[src/rxscw_pkg.sv]
// Constants and types shared by the receiver serial control word logic
package rxscw_pkg;

    // ==========================================================
    // Control word geometry
    localparam int unsigned WORD_WIDTH = 32;
    localparam int unsigned COUNT_WIDTH = 6;
    localparam logic [5:0] COUNT_FULL = 6'h20;
    localparam logic [5:0] COUNT_OVER = 6'h21;
    localparam logic [31:0] WORD_RESET = 32'h0000_cc00;

    // ==========================================================
    // Field positions within the control word
    localparam int unsigned POS_PAIR_B_ENABLE = 0;
    localparam int unsigned POS_PAIR_B_AMP1_GAIN6 = 1;
    localparam int unsigned POS_PAIR_B_AMP1_GAIN12 = 2;
    localparam int unsigned POS_PAIR_B_AMP2_GAIN6 = 3;
    localparam int unsigned POS_PAIR_B_AMP2_GAIN12 = 4;
    localparam int unsigned POS_PAIR_B_AMP2_GAIN18 = 5;
    localparam int unsigned POS_TEST_INJECT_CH4 = 6;
    localparam int unsigned POS_TEST_INJECT_CH3 = 7;
    localparam int unsigned POS_TEST_INJECT_CH2 = 8;
    localparam int unsigned POS_TEST_INJECT_CH1 = 9;
    localparam int unsigned POS_TEST_LOW_LSB = 10;
    localparam int unsigned POS_TEST_LOW_MSB = 15;
    localparam int unsigned POS_PAIR_A_ENABLE = 16;
    localparam int unsigned POS_PAIR_A_AMP1_GAIN6 = 17;
    localparam int unsigned POS_PAIR_A_AMP1_GAIN12 = 18;
    localparam int unsigned POS_PAIR_A_AMP2_GAIN6 = 19;
    localparam int unsigned POS_PAIR_A_AMP2_GAIN12 = 20;
    localparam int unsigned POS_PAIR_A_AMP2_GAIN18 = 21;
    localparam int unsigned POS_ANALOG_SELECT_LSB = 22;
    localparam int unsigned POS_ANALOG_SELECT_MSB = 24;
    localparam int unsigned POS_FLAG_RELEASE_MUX_ON = 25;
    localparam int unsigned POS_TEST_BIT_26 = 26;
    localparam int unsigned POS_POWER_PROBE_LSB = 27;
    localparam int unsigned POS_POWER_PROBE_MSB = 28;
    localparam int unsigned POS_TEST_HIGH_LSB = 29;
    localparam int unsigned POS_TEST_HIGH_MSB = 31;

    // ==========================================================
    // Analog selector and power probe codes
    localparam logic [2:0] ANALOG_TEMP_0 = 3'h0;
    localparam logic [2:0] ANALOG_TEMP_1 = 3'h1;
    localparam logic [2:0] ANALOG_POWER = 3'h2;
    localparam logic [2:0] ANALOG_BANDGAP = 3'h4;
    localparam logic [1:0] PROBE_LO_POWER = 2'h0;

    // ==========================================================
    // Link timing
    localparam int unsigned CLK_PERIOD_NS = 10;
    localparam int unsigned SYNC_STAGES = 2;
    localparam int unsigned T_MSB_VALID_NS = 90;
    localparam int unsigned T_BIT_VALID_NS = 30;
    localparam int unsigned T_RELEASE_NS = 100;
    localparam int unsigned T_MSB_VALID_CYC = T_MSB_VALID_NS / CLK_PERIOD_NS;
    localparam int unsigned T_BIT_VALID_CYC = T_BIT_VALID_NS / CLK_PERIOD_NS;
    localparam int unsigned T_RELEASE_CYC = T_RELEASE_NS / CLK_PERIOD_NS;

    // ==========================================================
    // Transfer state
    typedef enum logic [1:0] {
        ST_IDLE = 2'b00,
        ST_SHIFT = 2'b01
    } rxscw_state_type;

endpackage : rxscw_pkg

[src/rxscw_control_word.sv]
// Serial-programmed 32-bit receiver control word with readback and pin decode
module rxscw_control_word
    import rxscw_pkg::*;
#(
    parameter int unsigned NUM_CHANNELS = 4
) (
    // Clock and reset
    input wire logic i_clk,
    input wire logic i_reset,
    // Serial link pins
    input wire logic i_select_n,
    input wire logic i_serial_clk,
    input wire logic i_serial_in_pin,
    output logic o_serial_out,
    output logic o_serial_out_oe,
    // Saturation detectors, one per channel
    input wire logic [NUM_CHANNELS-1:0] i_sat_detect,
    // Shared analog pin control
    output logic o_sat_flag,
    output logic o_sat_flag_oe,
    output logic o_shared_analog_pin_en,
    output logic o_route_temp,
    output logic o_route_power,
    output logic o_route_bandgap,
    output logic o_route_valid,
    output logic o_probe_lo_power,
    output logic o_probe_valid,
    // Receiver pair A (receivers 1 and 2)
    output logic o_pair_a_enable,
    output logic o_pair_a_amp1_gain6,
    output logic o_pair_a_amp1_gain12,
    output logic o_pair_a_amp2_gain6,
    output logic o_pair_a_amp2_gain12,
    output logic o_pair_a_amp2_gain18,
    // Receiver pair B (receivers 3 and 4)
    output logic o_pair_b_enable,
    output logic o_pair_b_amp1_gain6,
    output logic o_pair_b_amp1_gain12,
    output logic o_pair_b_amp2_gain6,
    output logic o_pair_b_amp2_gain12,
    output logic o_pair_b_amp2_gain18,
    // Test signal injection
    output logic o_test_inject_ch1,
    output logic o_test_inject_ch2,
    output logic o_test_inject_ch3,
    output logic o_test_inject_ch4,
    // Selector fields and test bits as stored
    output logic [2:0] o_analog_select,
    output logic [1:0] o_power_probe_select,
    output logic o_flag_release_mux_on,
    output logic [5:0] o_test_bits_low,
    output logic o_test_bit_26,
    output logic [2:0] o_test_bits_high,
    // Whole word for observation
    output logic [WORD_WIDTH-1:0] o_receiver_control_word
);

    // ==========================================================
    // Decoding helpers
    function automatic logic is_temp_code(input logic [2:0] code);
        is_temp_code = (code == ANALOG_TEMP_0) || (code == ANALOG_TEMP_1);
    endfunction : is_temp_code

    function automatic logic is_valid_route(input logic [2:0] code);
        is_valid_route = is_temp_code(code) || (code == ANALOG_POWER) ||
                         (code == ANALOG_BANDGAP);
    endfunction : is_valid_route

    // ==========================================================
    // Pin synchronisation
    // All three pins idle high behind pull-ups, so every stage resets high;
    // a low reset value would fake an edge on the first cycle after reset.
    logic [2:0] pins_s;
    logic sel_s;
    logic sclk_s;
    logic din_s;

    rxscw_sync #(
        .WIDTH(3),
        .RESET_VALUE(3'h7)
    ) u_pin_sync (
        .i_clk(i_clk),
        .i_reset(i_reset),
        .i_async({i_select_n, i_serial_clk, i_serial_in_pin}),
        .o_sync(pins_s)
    );

    assign sel_s = pins_s[2];
    assign sclk_s = pins_s[1];
    assign din_s = pins_s[0];

    logic [NUM_CHANNELS-1:0] sat_s;

    rxscw_sync #(
        .WIDTH(NUM_CHANNELS),
        .RESET_VALUE('0)
    ) u_sat_sync (
        .i_clk(i_clk),
        .i_reset(i_reset),
        .i_async(i_sat_detect),
        .o_sync(sat_s)
    );

    // ==========================================================
    // Edge detection
    logic sel_prev_q;
    logic sclk_prev_q;
    logic din_prev_q;

    always_ff @(posedge i_clk) begin
        if (i_reset) begin
            sel_prev_q <= 1'b1;
            sclk_prev_q <= 1'b1;
            din_prev_q <= 1'b1;
        end else begin
            sel_prev_q <= sel_s;
            sclk_prev_q <= sclk_s;
            din_prev_q <= din_s;
        end
    end

    logic start_cmd;
    logic end_cmd;
    logic sclk_fall;
    logic din_sample;

    assign start_cmd = sel_prev_q & ~sel_s;
    assign end_cmd = ~sel_prev_q & sel_s;
    // Clock edges while deselected are ignored, so stray host clocks
    // between commands never disturb the shifter.
    assign sclk_fall = sclk_prev_q & ~sclk_s & ~sel_s;
    // Last sample taken while the clock was still high; the 10 ns hold
    // after the edge is too short to rely on a later sample.
    assign din_sample = din_prev_q;

    // ==========================================================
    // Transfer state machine
    rxscw_state_type state_q;
    rxscw_state_type state_d;
    logic [WORD_WIDTH-1:0] shift_q;
    logic [WORD_WIDTH-1:0] shift_d;
    logic [WORD_WIDTH-1:0] readback_q;
    logic [WORD_WIDTH-1:0] readback_d;
    logic [COUNT_WIDTH-1:0] count_q;
    logic [COUNT_WIDTH-1:0] count_d;
    logic [WORD_WIDTH-1:0] word_q;
    logic [WORD_WIDTH-1:0] word_d;
    logic apply_word;
    logic [COUNT_WIDTH-1:0] count_inc;
    logic frame_complete;

    // Counting saturates just past a full word, so overlong frames are dropped
    assign count_inc = (count_q == COUNT_OVER) ? count_q : count_q + 6'h01;
    // A short or long frame leaves the stored word alone
    assign frame_complete = (count_q == COUNT_FULL);
    assign apply_word = (state_q == ST_SHIFT) && end_cmd && frame_complete;

    always_comb begin
        state_d = state_q;
        shift_d = shift_q;
        readback_d = readback_q;
        count_d = count_q;
        case (state_q)
            ST_IDLE: begin
                // Readback returns the settings in force when select fell
                if (start_cmd) begin
                    state_d = ST_SHIFT;
                    count_d = '0;
                    readback_d = word_q;
                end
            end
            ST_SHIFT: begin
                if (end_cmd) begin
                    state_d = ST_IDLE;
                end else if (sclk_fall) begin
                    shift_d = {shift_q[WORD_WIDTH-2:0], din_sample};
                    readback_d = {readback_q[WORD_WIDTH-2:0], 1'b0};
                    count_d = count_inc;
                end
            end
            default: begin
                state_d = ST_IDLE;
            end
        endcase
    end

    // Settings hold while shifting; only a complete frame replaces them
    assign word_d = apply_word ? shift_q : word_q;

    always_ff @(posedge i_clk) begin
        if (i_reset) begin
            state_q <= ST_IDLE;
            shift_q <= '0;
            readback_q <= '0;
            count_q <= '0;
            word_q <= WORD_RESET;
        end else begin
            state_q <= state_d;
            shift_q <= shift_d;
            readback_q <= readback_d;
            count_q <= count_d;
            word_q <= word_d;
        end
    end

    // ==========================================================
    // Serial output
    // Driven only while a command is in progress; the synchroniser delay
    // keeps the release well under 100 ns.
    assign o_serial_out = readback_q[WORD_WIDTH-1];
    assign o_serial_out_oe = (state_q == ST_SHIFT);

    // ==========================================================
    // Receiver controls
    // Every control is a plain bit of the stored word
    assign o_pair_b_enable = word_q[POS_PAIR_B_ENABLE];
    assign o_pair_a_enable = word_q[POS_PAIR_A_ENABLE];
    assign o_pair_b_amp1_gain6 = word_q[POS_PAIR_B_AMP1_GAIN6];
    assign o_pair_b_amp1_gain12 = word_q[POS_PAIR_B_AMP1_GAIN12];
    assign o_pair_a_amp1_gain6 = word_q[POS_PAIR_A_AMP1_GAIN6];
    assign o_pair_a_amp1_gain12 = word_q[POS_PAIR_A_AMP1_GAIN12];
    assign o_pair_b_amp2_gain6 = word_q[POS_PAIR_B_AMP2_GAIN6];
    assign o_pair_b_amp2_gain12 = word_q[POS_PAIR_B_AMP2_GAIN12];
    assign o_pair_b_amp2_gain18 = word_q[POS_PAIR_B_AMP2_GAIN18];
    assign o_pair_a_amp2_gain6 = word_q[POS_PAIR_A_AMP2_GAIN6];
    assign o_pair_a_amp2_gain12 = word_q[POS_PAIR_A_AMP2_GAIN12];
    assign o_pair_a_amp2_gain18 = word_q[POS_PAIR_A_AMP2_GAIN18];

    // Channel order is reversed against bit order
    assign o_test_inject_ch4 = word_q[POS_TEST_INJECT_CH4];
    assign o_test_inject_ch3 = word_q[POS_TEST_INJECT_CH3];
    assign o_test_inject_ch2 = word_q[POS_TEST_INJECT_CH2];
    assign o_test_inject_ch1 = word_q[POS_TEST_INJECT_CH1];

    assign o_test_bits_low = word_q[POS_TEST_LOW_MSB:POS_TEST_LOW_LSB];
    assign o_test_bit_26 = word_q[POS_TEST_BIT_26];
    assign o_test_bits_high = word_q[POS_TEST_HIGH_MSB:POS_TEST_HIGH_LSB];
    assign o_receiver_control_word = word_q;

    // ==========================================================
    // Analog selector and power probe
    logic [2:0] analog_code;
    logic [1:0] probe_code;

    assign analog_code = word_q[POS_ANALOG_SELECT_MSB:POS_ANALOG_SELECT_LSB];
    assign probe_code = word_q[POS_POWER_PROBE_MSB:POS_POWER_PROBE_LSB];
    assign o_analog_select = analog_code;
    assign o_power_probe_select = probe_code;

    assign o_route_temp = is_temp_code(analog_code);
    assign o_route_power = (analog_code == ANALOG_POWER);
    assign o_route_bandgap = (analog_code == ANALOG_BANDGAP);
    assign o_route_valid = is_valid_route(analog_code);
    assign o_probe_lo_power = (probe_code == PROBE_LO_POWER);
    assign o_probe_valid = (probe_code == PROBE_LO_POWER);

    // ==========================================================
    // Saturation flag and shared pin
    logic sat_flag_q;

    // Registered OR keeps decode glitches off the pin
    always_ff @(posedge i_clk) begin
        if (i_reset) begin
            sat_flag_q <= 1'b0;
        end else begin
            sat_flag_q <= |sat_s;
        end
    end

    assign o_flag_release_mux_on = word_q[POS_FLAG_RELEASE_MUX_ON];
    assign o_sat_flag = sat_flag_q;
    // Pin is never driven by both sources at once
    // Ownership follows bit 25 even when the selector code is invalid
    assign o_sat_flag_oe = ~word_q[POS_FLAG_RELEASE_MUX_ON];
    assign o_shared_analog_pin_en = word_q[POS_FLAG_RELEASE_MUX_ON];

endmodule : rxscw_control_word

[src/rxscw_sync.sv]
// Two flip-flop synchroniser for pins from outside the clock domain
module rxscw_sync #(
    parameter int unsigned WIDTH = 1,
    parameter logic [WIDTH-1:0] RESET_VALUE = '0
) (
    // Clock and reset
    input wire logic i_clk,
    input wire logic i_reset,
    // Asynchronous inputs
    input wire logic [WIDTH-1:0] i_async,
    // Synchronised outputs
    output logic [WIDTH-1:0] o_sync
);

    // ==========================================================
    // Metastability stages
    logic [WIDTH-1:0] meta_q;
    logic [WIDTH-1:0] sync_q;

    // Only the second stage is visible outside
    always_ff @(posedge i_clk) begin
        if (i_reset) begin
            meta_q <= RESET_VALUE;
            sync_q <= RESET_VALUE;
        end else begin
            meta_q <= i_async;
            sync_q <= meta_q;
        end
    end

    assign o_sync = sync_q;

endmodule : rxscw_sync

[config.mk]
export PLATFORM = sky130hd
export DESIGN_NAME = rxscw_control_word
export DESIGN_NICKNAME = d
export VERILOG_FILES = /design/src/rxscw_pkg.sv /design/src/rxscw_control_word.sv /design/src/rxscw_sync.sv
export SDC_FILE = /design/constraint.sdc
export NUM_CORES = 1
export LEC_CHECK = 0
export ABC_CLOCK_PERIOD_IN_PS = 1900
export BUFFER_PORTS_ARGS = -buffer_cell sky130_fd_sc_hd__buf_2
export CORE_ASPECT_RATIO = 1.1
export CORE_MARGIN = 2
export CORE_UTILIZATION = 56
export DETAILED_ROUTE_END_ITERATION = 8
export PLACE_DENSITY_LB_ADDON = 0.08
export SLEW_MARGIN = 25
export SYNTH_ARGS = -nofsm -noshare
export SYNTH_HDL_FRONTEND = slang
export SYNTH_SLANG_ARGS = --single-unit
[constraint.sdc]
create_clock -name i_clk -period 1.9 [get_ports i_clk]
set_input_delay 0.38 -clock i_clk [delete_from_list [all_inputs] [get_ports i_clk]]
set_output_delay 0.38 -clock i_clk [all_outputs]
set_load 0.02 [all_outputs]
# After elaboration in Yosys (flattened, before gate mapping)
# Cells that the tools add are included.
# op_classes
addsub,1
n_eq_ne,11
muxes,12
bitwise_logic,9
reduce_logical,14
# ops
op,count
32-bit 2-to-1 mux,3
32-bit one-hot mux with 2 select lines,1
6-bit 2-to-1 mux,4
6-bit equality test (second input constant),2
6-bit one-hot mux with 2 select lines,1
6-bit by 1-bit adder with 6-bit output (second input constant),1
2-bit != test (second input constant),3
1-bit inverter,5
5-bit AND reduction,1
1-bit bitwise AND,4
2-bit zero test,2
2-bit 2-to-1 mux,2
2-bit by 1-bit != test with 1-bit output (second input constant),2
2-bit one-hot mux with 2 select lines,1
4-bit AND reduction,1
4-bit OR reduction,1
3-bit by 1-bit equality test with 1-bit output (second input constant),1
3-bit by 2-bit equality test with 1-bit output (second input constant),1
3-bit equality test (second input constant),1
3-bit zero test,1
1-bit logical OR,3
3-bit AND reduction,1
2-bit by 1-bit equality test with 1-bit output (second input constant),1
1-bit logical AND,2
other kinds (2),2
# totals
ff_bits,122
inputBits,9
output_inout_bits,75

# Logic depth before layout (Yosys ltp)
# Gate-level depths: netlist of run 1.
# logic_depth
depth_word,6
ltp_mapped,8
mapped_depth_nobuf,6

# Cells and area by module
# Synthesis of run 1 repeated with hierarchy kept, for this count alone.
# hier_totals
hier_cells,518
hier_area_um2,4888.4
# by_module_without_submodules
mod,instances,cells_each,area_each_um2
rxscw_control_word,1,490,4520.6
rxscw_sync (u_sat_sync),1,16,210.2
rxscw_sync (u_pin_sync),1,12,157.7

# Least setup slack after synthesis of run 1
# No wires, ideal clock.
# synth_path
path_type,reg-to-reg
from,register count_q[0]
to,register word_q[14] (netlist: o_receiver_control_word[14])
arrival_time_ps,1520
slack_ps,260
stages_incl_launch_ff,8
n_path_buf,2
period_less_slack_ps,1640
cell_sequence,dfxtp_1 > inv_1 > ha_1 > and3b_1 > and4_1 > buf_6 > buf_12 > a211o_1
# synth_between
elab_chain_cells,2
# synth_lines
element,line_no,text
"start, declared",rxscw_control_word.sv:144,logic [COUNT_WIDTH-1:0] count_q;
"start signal, assigned",rxscw_control_word.sv:201,count_q <= count_d;
6-bit equality test,rxscw_control_word.sv:155,assign frame_complete = (count_q == COUNT_FULL);
1-bit logical AND,rxscw_control_word.sv:156,assign apply_word = (state_q == ST_SHIFT) && end_cmd && frame_complete;
"end signal, assigned",rxscw_control_word.sv:202,word_q <= word_d;
"end, declared",rxscw_control_word.sv:146,logic [WORD_WIDTH-1:0] word_q;
# Every way passes these cells.
# A chain may end at the register's enable or synchronous reset.

# Worst setup path in the final report of run 1
# layout_path
from,register state_q[0]
to,output o_serial_out_oe
# layout_between
elab_chain_cells,1
# layout_lines
element,line_no,text
"start, declared",rxscw_control_word.sv:138,rxscw_state_type state_q;
"start signal, assigned",rxscw_control_word.sv:198,state_q <= state_d;
2-bit by 1-bit equality test with 1-bit output,rxscw_control_word.sv:211,assign o_serial_out_oe = (state_q == ST_SHIFT);
"end, declared",rxscw_control_word.sv:15,"output logic o_serial_out_oe,"
# Every way passes these cells.

==> metrics.cfg, run 1 <==
[critical_path]
cp_slowest_cell=dfxtp_2
path_buf_inv=2
path_class=register to output port
r2r_setup_slack_ns=0.15
crit_family=flip-flops
worst_ep_arrival_time_ns=1.43
crit_required_ns=1.52
end_kind=output port
r2r-end=o_receiver_control_word[1]$_SDFFE_PP0P_
start_kind=register
cp_slowest_stage_delay_ns=0.48
cp_max_fo=16
reg2regPathDepth=7
rr_startpoint=count_q[0]$_SDFFE_PP0P_
path_cells=buf_8, buf_2

[route]
wl_um=9280
vias_per_cell=5.25
drtIter0Drc=209
wl_per_cell_um=13.4
firstDrtPassIters=5
vias=3629
drc_errors=0
final_antenna_net_count=0

[pwr]
peakVddDrop_uv=576
p_leak_nw=2.18
power_density_nw_per_um2=1060

[finish]
fill_cells=716
post-route-util=0.669
drive_gt1_frac=0.281
nets=577
syn_to_final_growth_pct=17.4
antennaDiodeCount=0

[synth]
syn-mean-instance-area_sq_um=9.60
synth_top_area_cell=dfxtp_1
ys_ff_latch=121
ys.flop_type=dfxtp_1
ys.warnings.count=0
synth_edf_count=0
yosysTopAreaCellShare=0.484
synth_sequential_area_ratio=0.484
yosysMostFrequentCell=dfxtp_1
netlist_area_sq_um=5010
synth-async-reset-ratio=0
syn_inst=522
ys_types=38
yosys-top-cells-count=dfxtp_1, nand2_1, nor2_1
synth_nets=534
ys_top_cells_by_area=dfxtp_1, mux2i_1, buf_4

[sta]
finalSetupTns_ns=0
max_slew_margin=0.573
finalMaxSlewViolations=0
rsz0062_at_grt=false
worst_pin_slew_ns=0.641
fmax_mhz=552
hold_viol_final=0
period_needed_ns=1.81
final-setup-viol-count=0
finalClockSkew_ns=0.00869
fin_crit_sh=0.953

[clock_network]
cts_max_path_buffers=2
clkTransAtPathRegs_ns=0.06
cts.sinks=121
root_buffer=clkbuf_8
clkLatencyLatePin_ns=0.51
cts_tree=built
htreeDepth=4
cts_made_buffers=17
cts_hold_buf=0
post_cts_buffers=0

[global_route]
grt_pass1_wl_um=15400
grt-ovfl-total=0
grt_pass1_vias=3237
antenna_found_initial=0
grt_max_degree=58
grt_util_all_layers=0.205

[die]
die_h_um=103
coreArea_sq_um=8780
ios=84
fp-row-count=36
dieArea_sq_um=9720
die-width_um=94.2
initial_utilization=0.570

[worst_hold_path]
hold_path_end=u_pin_sync.meta_q[2]$_SDFF_PP1_
hold_class=primary input to register
min-delay-start=i_select_n
holdPathStages=2

[placed_design]
gp_congestion=0.772
io_buffers=83
dp_hpwl_um=5640

[job]
drv_cap=0

[status]
status=complete, no violations

## flip-flops by register name (all words and copies together), names as in the netlist, 3 cells and up
| register | cells |
|---|---|
| shift_q | 32 |
| u_sat_sync.meta_q | 4 |
| u_sat_sync.o_sync | 4 |
| count_q | 6 |
| o_receiver_control_word | 32 |
| u_pin_sync.meta_q | 3 |
| readback_q | 32 |
| u_pin_sync.o_sync | 3 |
## metrics by stage
stage | setup slack, ns | power [W] | std cells | hold slack [ns] | area, sq um
floorplan | 0.260 | 0.00285 | 522 | 0.389 | 5010
global placement | 0.219 | 0.00290 | 660 | 0.393 | 5240
detailed placement | 0.110 | 0.00290 | 660 | 0.394 | 5240
CTS | 0.00860 | 0.00628 | 691 | 0.0302 | 5870
global route | 0.00597 | 0.00645 | 691 | 0.0261 | 5880
finish | 0.0885 | 0.00623 | 691 | 0.0519 | 5880
## kinds of logic (layout without fill, tap and decap cells)
| kind of cell | after synthesis | in the layout | synth area share |
|---|---|---|---|
| AND/OR/NAND/NOR | 177 | 177 | 0.158 |
| flip-flops | 121 | 121 | 0.484 |
| AO/OA/AOI/OAI | 85 | 85 | 0.131 |
| buffers and inverters | 77 | 132 | 0.102 |
| multiplexers | 59 | 59 | 0.118 |
| adder cells (fa/ha/maj) | 3 | 3 | 0.00749 |
## per-layer routing
layer  global-route usage  routed length (um)  up-vias
li1                     -                   -     1823
met1                0.256                4310     1703
met2                0.332                4470       95
met3               0.0703                 438        8
met4               0.0758                  58        0
met5                    0                   0        -
## how the worst max path moves through the flow
stage	from	to	slack [ns]	cells past startpoint
2_1_floorplan	count_q[0]$_SDFFE_PP0P_	o_receiver_control_word[14]$_SDFFE_PP1P_	0.26	7
3_3_place_gp	count_q[0]$_SDFFE_PP0P_	o_receiver_control_word[6]$_SDFFE_PP0P_	0.22	7
3_5_place_dp	count_q[0]$_SDFFE_PP0P_	o_receiver_control_word[1]$_SDFFE_PP0P_	0.11	7
4_1_cts	o_receiver_control_word[23]$_SDFFE_PP0P_	o_route_valid	0.009	3
5_1_grt	o_receiver_control_word[22]$_SDFFE_PP0P_	o_route_valid	0.006	3
6_report	state_q[0]$_SDFFE_PP0P_	o_serial_out_oe	0.09	2
## power breakdown
| group | total [W] | leakage (nW) | internal (W) | switching [W] |
|---|---|---|---|---|
| logic | 0.000230 | 0.904 | 0.0000946 | 0.000136 |
| clock network | 0.00338 | 0.296 | 0.00228 | 0.00110 |
| registers | 0.00262 | 0.983 | 0.00259 | 0.0000268 |
| total | 0.00623 | 2.18 | 0.00497 | 0.00126 |
## worst register-to-register path: cells and delay by family, from the launching register on
family                     cells  cell delay, ns
DFF                            1            0.35
adders and majority gates      1            0.17
muxes                          1            0.23
and+or+nand+nor                3            0.51
buffers and inverters          2            0.35
## final cells by class
type | count | area (sq um) | area share
Multi-Input combinational cell | 324 | 2080 | 0.355
Timing Repair Buffer | 96 | 577 | 0.0981
Inverter | 5 | 18.8 | 0.00319
Clock buffer | 19 | 432 | 0.0734
Sequential cell | 121 | 2430 | 0.413
Clock inverter | 12 | 199 | 0.0338
Tap cell | 114 | 143 | 0.0243
## placed cells by master, fill, tap and decap left out, types with 2 or more instances in the layout
cell type and n:
dfxtp_1 118, buf_2 82, nand2_1 69, nor2_1 64, mux2i_1 59, a21oi_1 38
a211oi_2 20, clkbuf_16 16, nor2b_1 13, a211oi_1 11, or2_2 10, buf_4 8
a211o_1 6, inv_1 5, bufinv_16 5, clkinvlp_4 4, buf_12 4, nor3b_1 3
nand2b_1 3, nand3_1 3, ha_1 3, dfxtp_2 3, o21a_1 2, nor3_1 2
nand4_1 2, nand3b_1 2, clkbuf_8 2, clkinv_2 2
## what timing repair did
action                                  in CTS  in global routing
resized for setup                            1                  4
endpoints found under the hold margin        0                  0
endpoints found under the setup margin       1                 11
No activity file was read; power rests on OpenSTA's default activity.
==> run 2: changes to the inputs <==
--- a/config.mk
+++ b/config.mk
@@ -7,9 +7,11 @@
 export LEC_CHECK = 0
 export ABC_CLOCK_PERIOD_IN_PS = 1900
 export BUFFER_PORTS_ARGS = -buffer_cell sky130_fd_sc_hd__buf_2
+export CELL_PAD_IN_SITES_DETAIL_PLACEMENT = 2
+export CELL_PAD_IN_SITES_GLOBAL_PLACEMENT = 2
 export CORE_ASPECT_RATIO = 1.1
 export CORE_MARGIN = 2
-export CORE_UTILIZATION = 56
+export CORE_UTILIZATION = 35
 export DETAILED_ROUTE_END_ITERATION = 8
 export PLACE_DENSITY_LB_ADDON = 0.08
 export SLEW_MARGIN = 25
==> run 2 against run 1 <==
- hold slack better by 0.096 ns
- final area is 1.7% higher
- global-route usage is 3.7 points lower
- combinational power is 7% higher
- clock skew is 0.0023 ns lower
- fmax is 2.1% higher
- count of clock-buffer cells in the layout is 4 higher
- largest power group unchanged
- critical path depth is 1 higher
- routed wire length is 30% higher
- sequential cell count stayed put
==> metrics.cfg, run 2 (same netlist as run 1, synthesis figures left out) <==
[status]
status=complete, no violations

[route]
dr_wl_met2_um=6090  ; +36%
wl_per_cell_um=15.7  ; +17%
drc_errors=0  ; unchanged
drtIter0Drc=87  ; -58%
routed.top_layer=met4
wl_met3_um=310  ; -29%
m1WireLength_um=5450  ; +26%
vias_per_cell=4.86  ; -7.4%
vias=3746  ; +3.2%
wl_um=12100  ; +30%
final_antenna_net_count=0  ; unchanged
firstDrtPassIters=4  ; -1

[placed_design]
io_buffers=83  ; unchanged
gp_congestion=0.713  ; -7.7%
post-place-ws_ns=0.162  ; +0.0516 ns
dp_cells=738  ; +12%
dp_hpwl_um=8090  ; +43%

[sta]
worst_pin_slew_ns=0.397  ; -0.244 ns
finalSetupTns_ns=0  ; unchanged
max_slew_margin=0.736  ; +0.163
final-setup-viol-count=0  ; unchanged
fin_crit_sh=0.934  ; -0.0198
period_needed_ns=1.77  ; -0.0377 ns
fmax_mhz=564  ; +2.1%
setup_ws_ns=0.126  ; +0.0377 ns
finalClockSkew_ns=0.00638  ; -0.00232 ns
hold_viol_final=0  ; unchanged
rsz0062_at_grt=false
finalMaxSlewViolations=0  ; unchanged

[clock_network]
post_cts_buffers=0  ; unchanged
cts-resized-gates=0  ; -1
cts.sinks=121  ; unchanged
cts_hold_buf=0  ; unchanged
cts_tree=built
cts_made_buffers=17  ; unchanged
clkLatencyLatePin_ns=0.41  ; -0.10 ns
root_buffer=clkbuf_16
clkTransAtPathRegs_ns=0.05  ; about the same
htreeDepth=4  ; unchanged
cts_max_path_buffers=2  ; unchanged

[finish]
regArea_sq_um=2420  ; -0.10%
antennaDiodeCount=0  ; unchanged
layout_common_cells=dfxtp_1, buf_2, nand2_1
nets=581  ; +0.69%
syn_to_final_growth_pct=19.4
mostFrequentLayoutCell=dfxtp_1
finalNonFillerCells=770  ; +11%
drive_gt1_frac=0.280  ; -0.000694
fill_cells=1496  ; +110%
multi_input_area_sq_um=2080  ; unchanged

[critical_path]
end_kind=output port
start_kind=register
path_class=register to output port
worst_ep_arrival_time_ns=1.39  ; -0.04 ns
cp_max_fo=8  ; -8
crit_required_ns=1.52  ; about the same
cp_slowest_cell=dfxtp_1
path_cells=nor2_1, or2_2, buf_2
cp_slowest_stage_delay_ns=0.45  ; -0.03 ns

[global_route]
grt_util_all_layers=0.168  ; -0.0370
grt_pass1_vias=3974  ; +23%
grt_pass1_wl_um=20500  ; +33%
grt-ovfl-total=0  ; unchanged
grt_max_degree=36  ; -38%
antenna_found_initial=0  ; unchanged

[die]
die-width_um=118  ; +25%
fp-row-count=45  ; +25%
coreArea_sq_um=13900  ; +58%
initial_utilization=0.360  ; -0.210
die_h_um=129  ; +25%
dieArea_sq_um=15300  ; +57%
ios=84  ; unchanged

[pwr]
p_leak_nw=2.21  ; +1.4%
peakVddDrop_uv=556  ; -3.5%
total_power_w=0.00611  ; -2.0%
power_density_nw_per_um2=1020  ; -3.7%

[job]
drv_cap=0  ; unchanged

[worst_hold_path]
hold_class=primary input to register

run 2: per-layer routing:
metal,vias up,GRT usage
li1,1824,-
met1,1848,0.199
met2,55,0.291
met3,19,0.0370
met4,0,0.0801
met5,-,0
run 2: cell type report:
type / instances / area share
clock buffers: 23 / 0.0799
clock inverters: 9 / 0.0201
inverters: 5 / 0.00314
multi-input cells: 324 / 0.349
flip-flops and latches: 121 / 0.405
well taps: 188 / 0.0393
repair buffers: 100 / 0.104
run 2: worst max-delay path: cells and delay by family (launching register included):
family        cells  cell delay, ns
buf+inv           1            0.16
flops             1            0.45
simple gates      2            0.38
run 2: path summary, 6_finish.rpt:
| check | cells past startpoint | start | end | slack, ns |
|---|---|---|---|---|
| worst min-delay path | 2 | i_serial_in_pin | u_pin_sync.meta_q[0]$_SDFF_PP1_ | 0.15 |
| worst max-delay path | 3 | o_receiver_control_word[23]$_SDFFE_PP0P_ | o_route_valid | 0.13 |
| worst max register to register | 6 | count_q[0]$_SDFFE_PP0P_ | o_receiver_control_word[11]$_SDFFE_PP1P_ | 0.16 |
| worst min register to register | 1 | u_pin_sync.meta_q[0]$_SDFF_PP1_ | u_pin_sync.o_sync[0]$_SDFF_PP1_ | 0.41 |
run 2: power breakdown:
part / switching (W) / leakage, nW / internal [W]
Sequential: 0.0000280 / 0.982 / 0.00259
Combinational: 0.000145 / 0.932 / 0.000100
Clock: 0.00109 / 0.300 / 0.00215
run 2: through the flow:
stage / instance area, sq um / hold slack (ns) / util
4_1_cts: 5980 / 0.128 / 0.430
6_report: 5980 / 0.147 / 0.430
3_3_place_gp: 5380 / 0.395 / 0.387
3_5_place_dp: 5380 / 0.400 / 0.387
2_1_floorplan: 5010 / 0.389 / -
5_1_grt: 5980 / 0.138 / 0.430
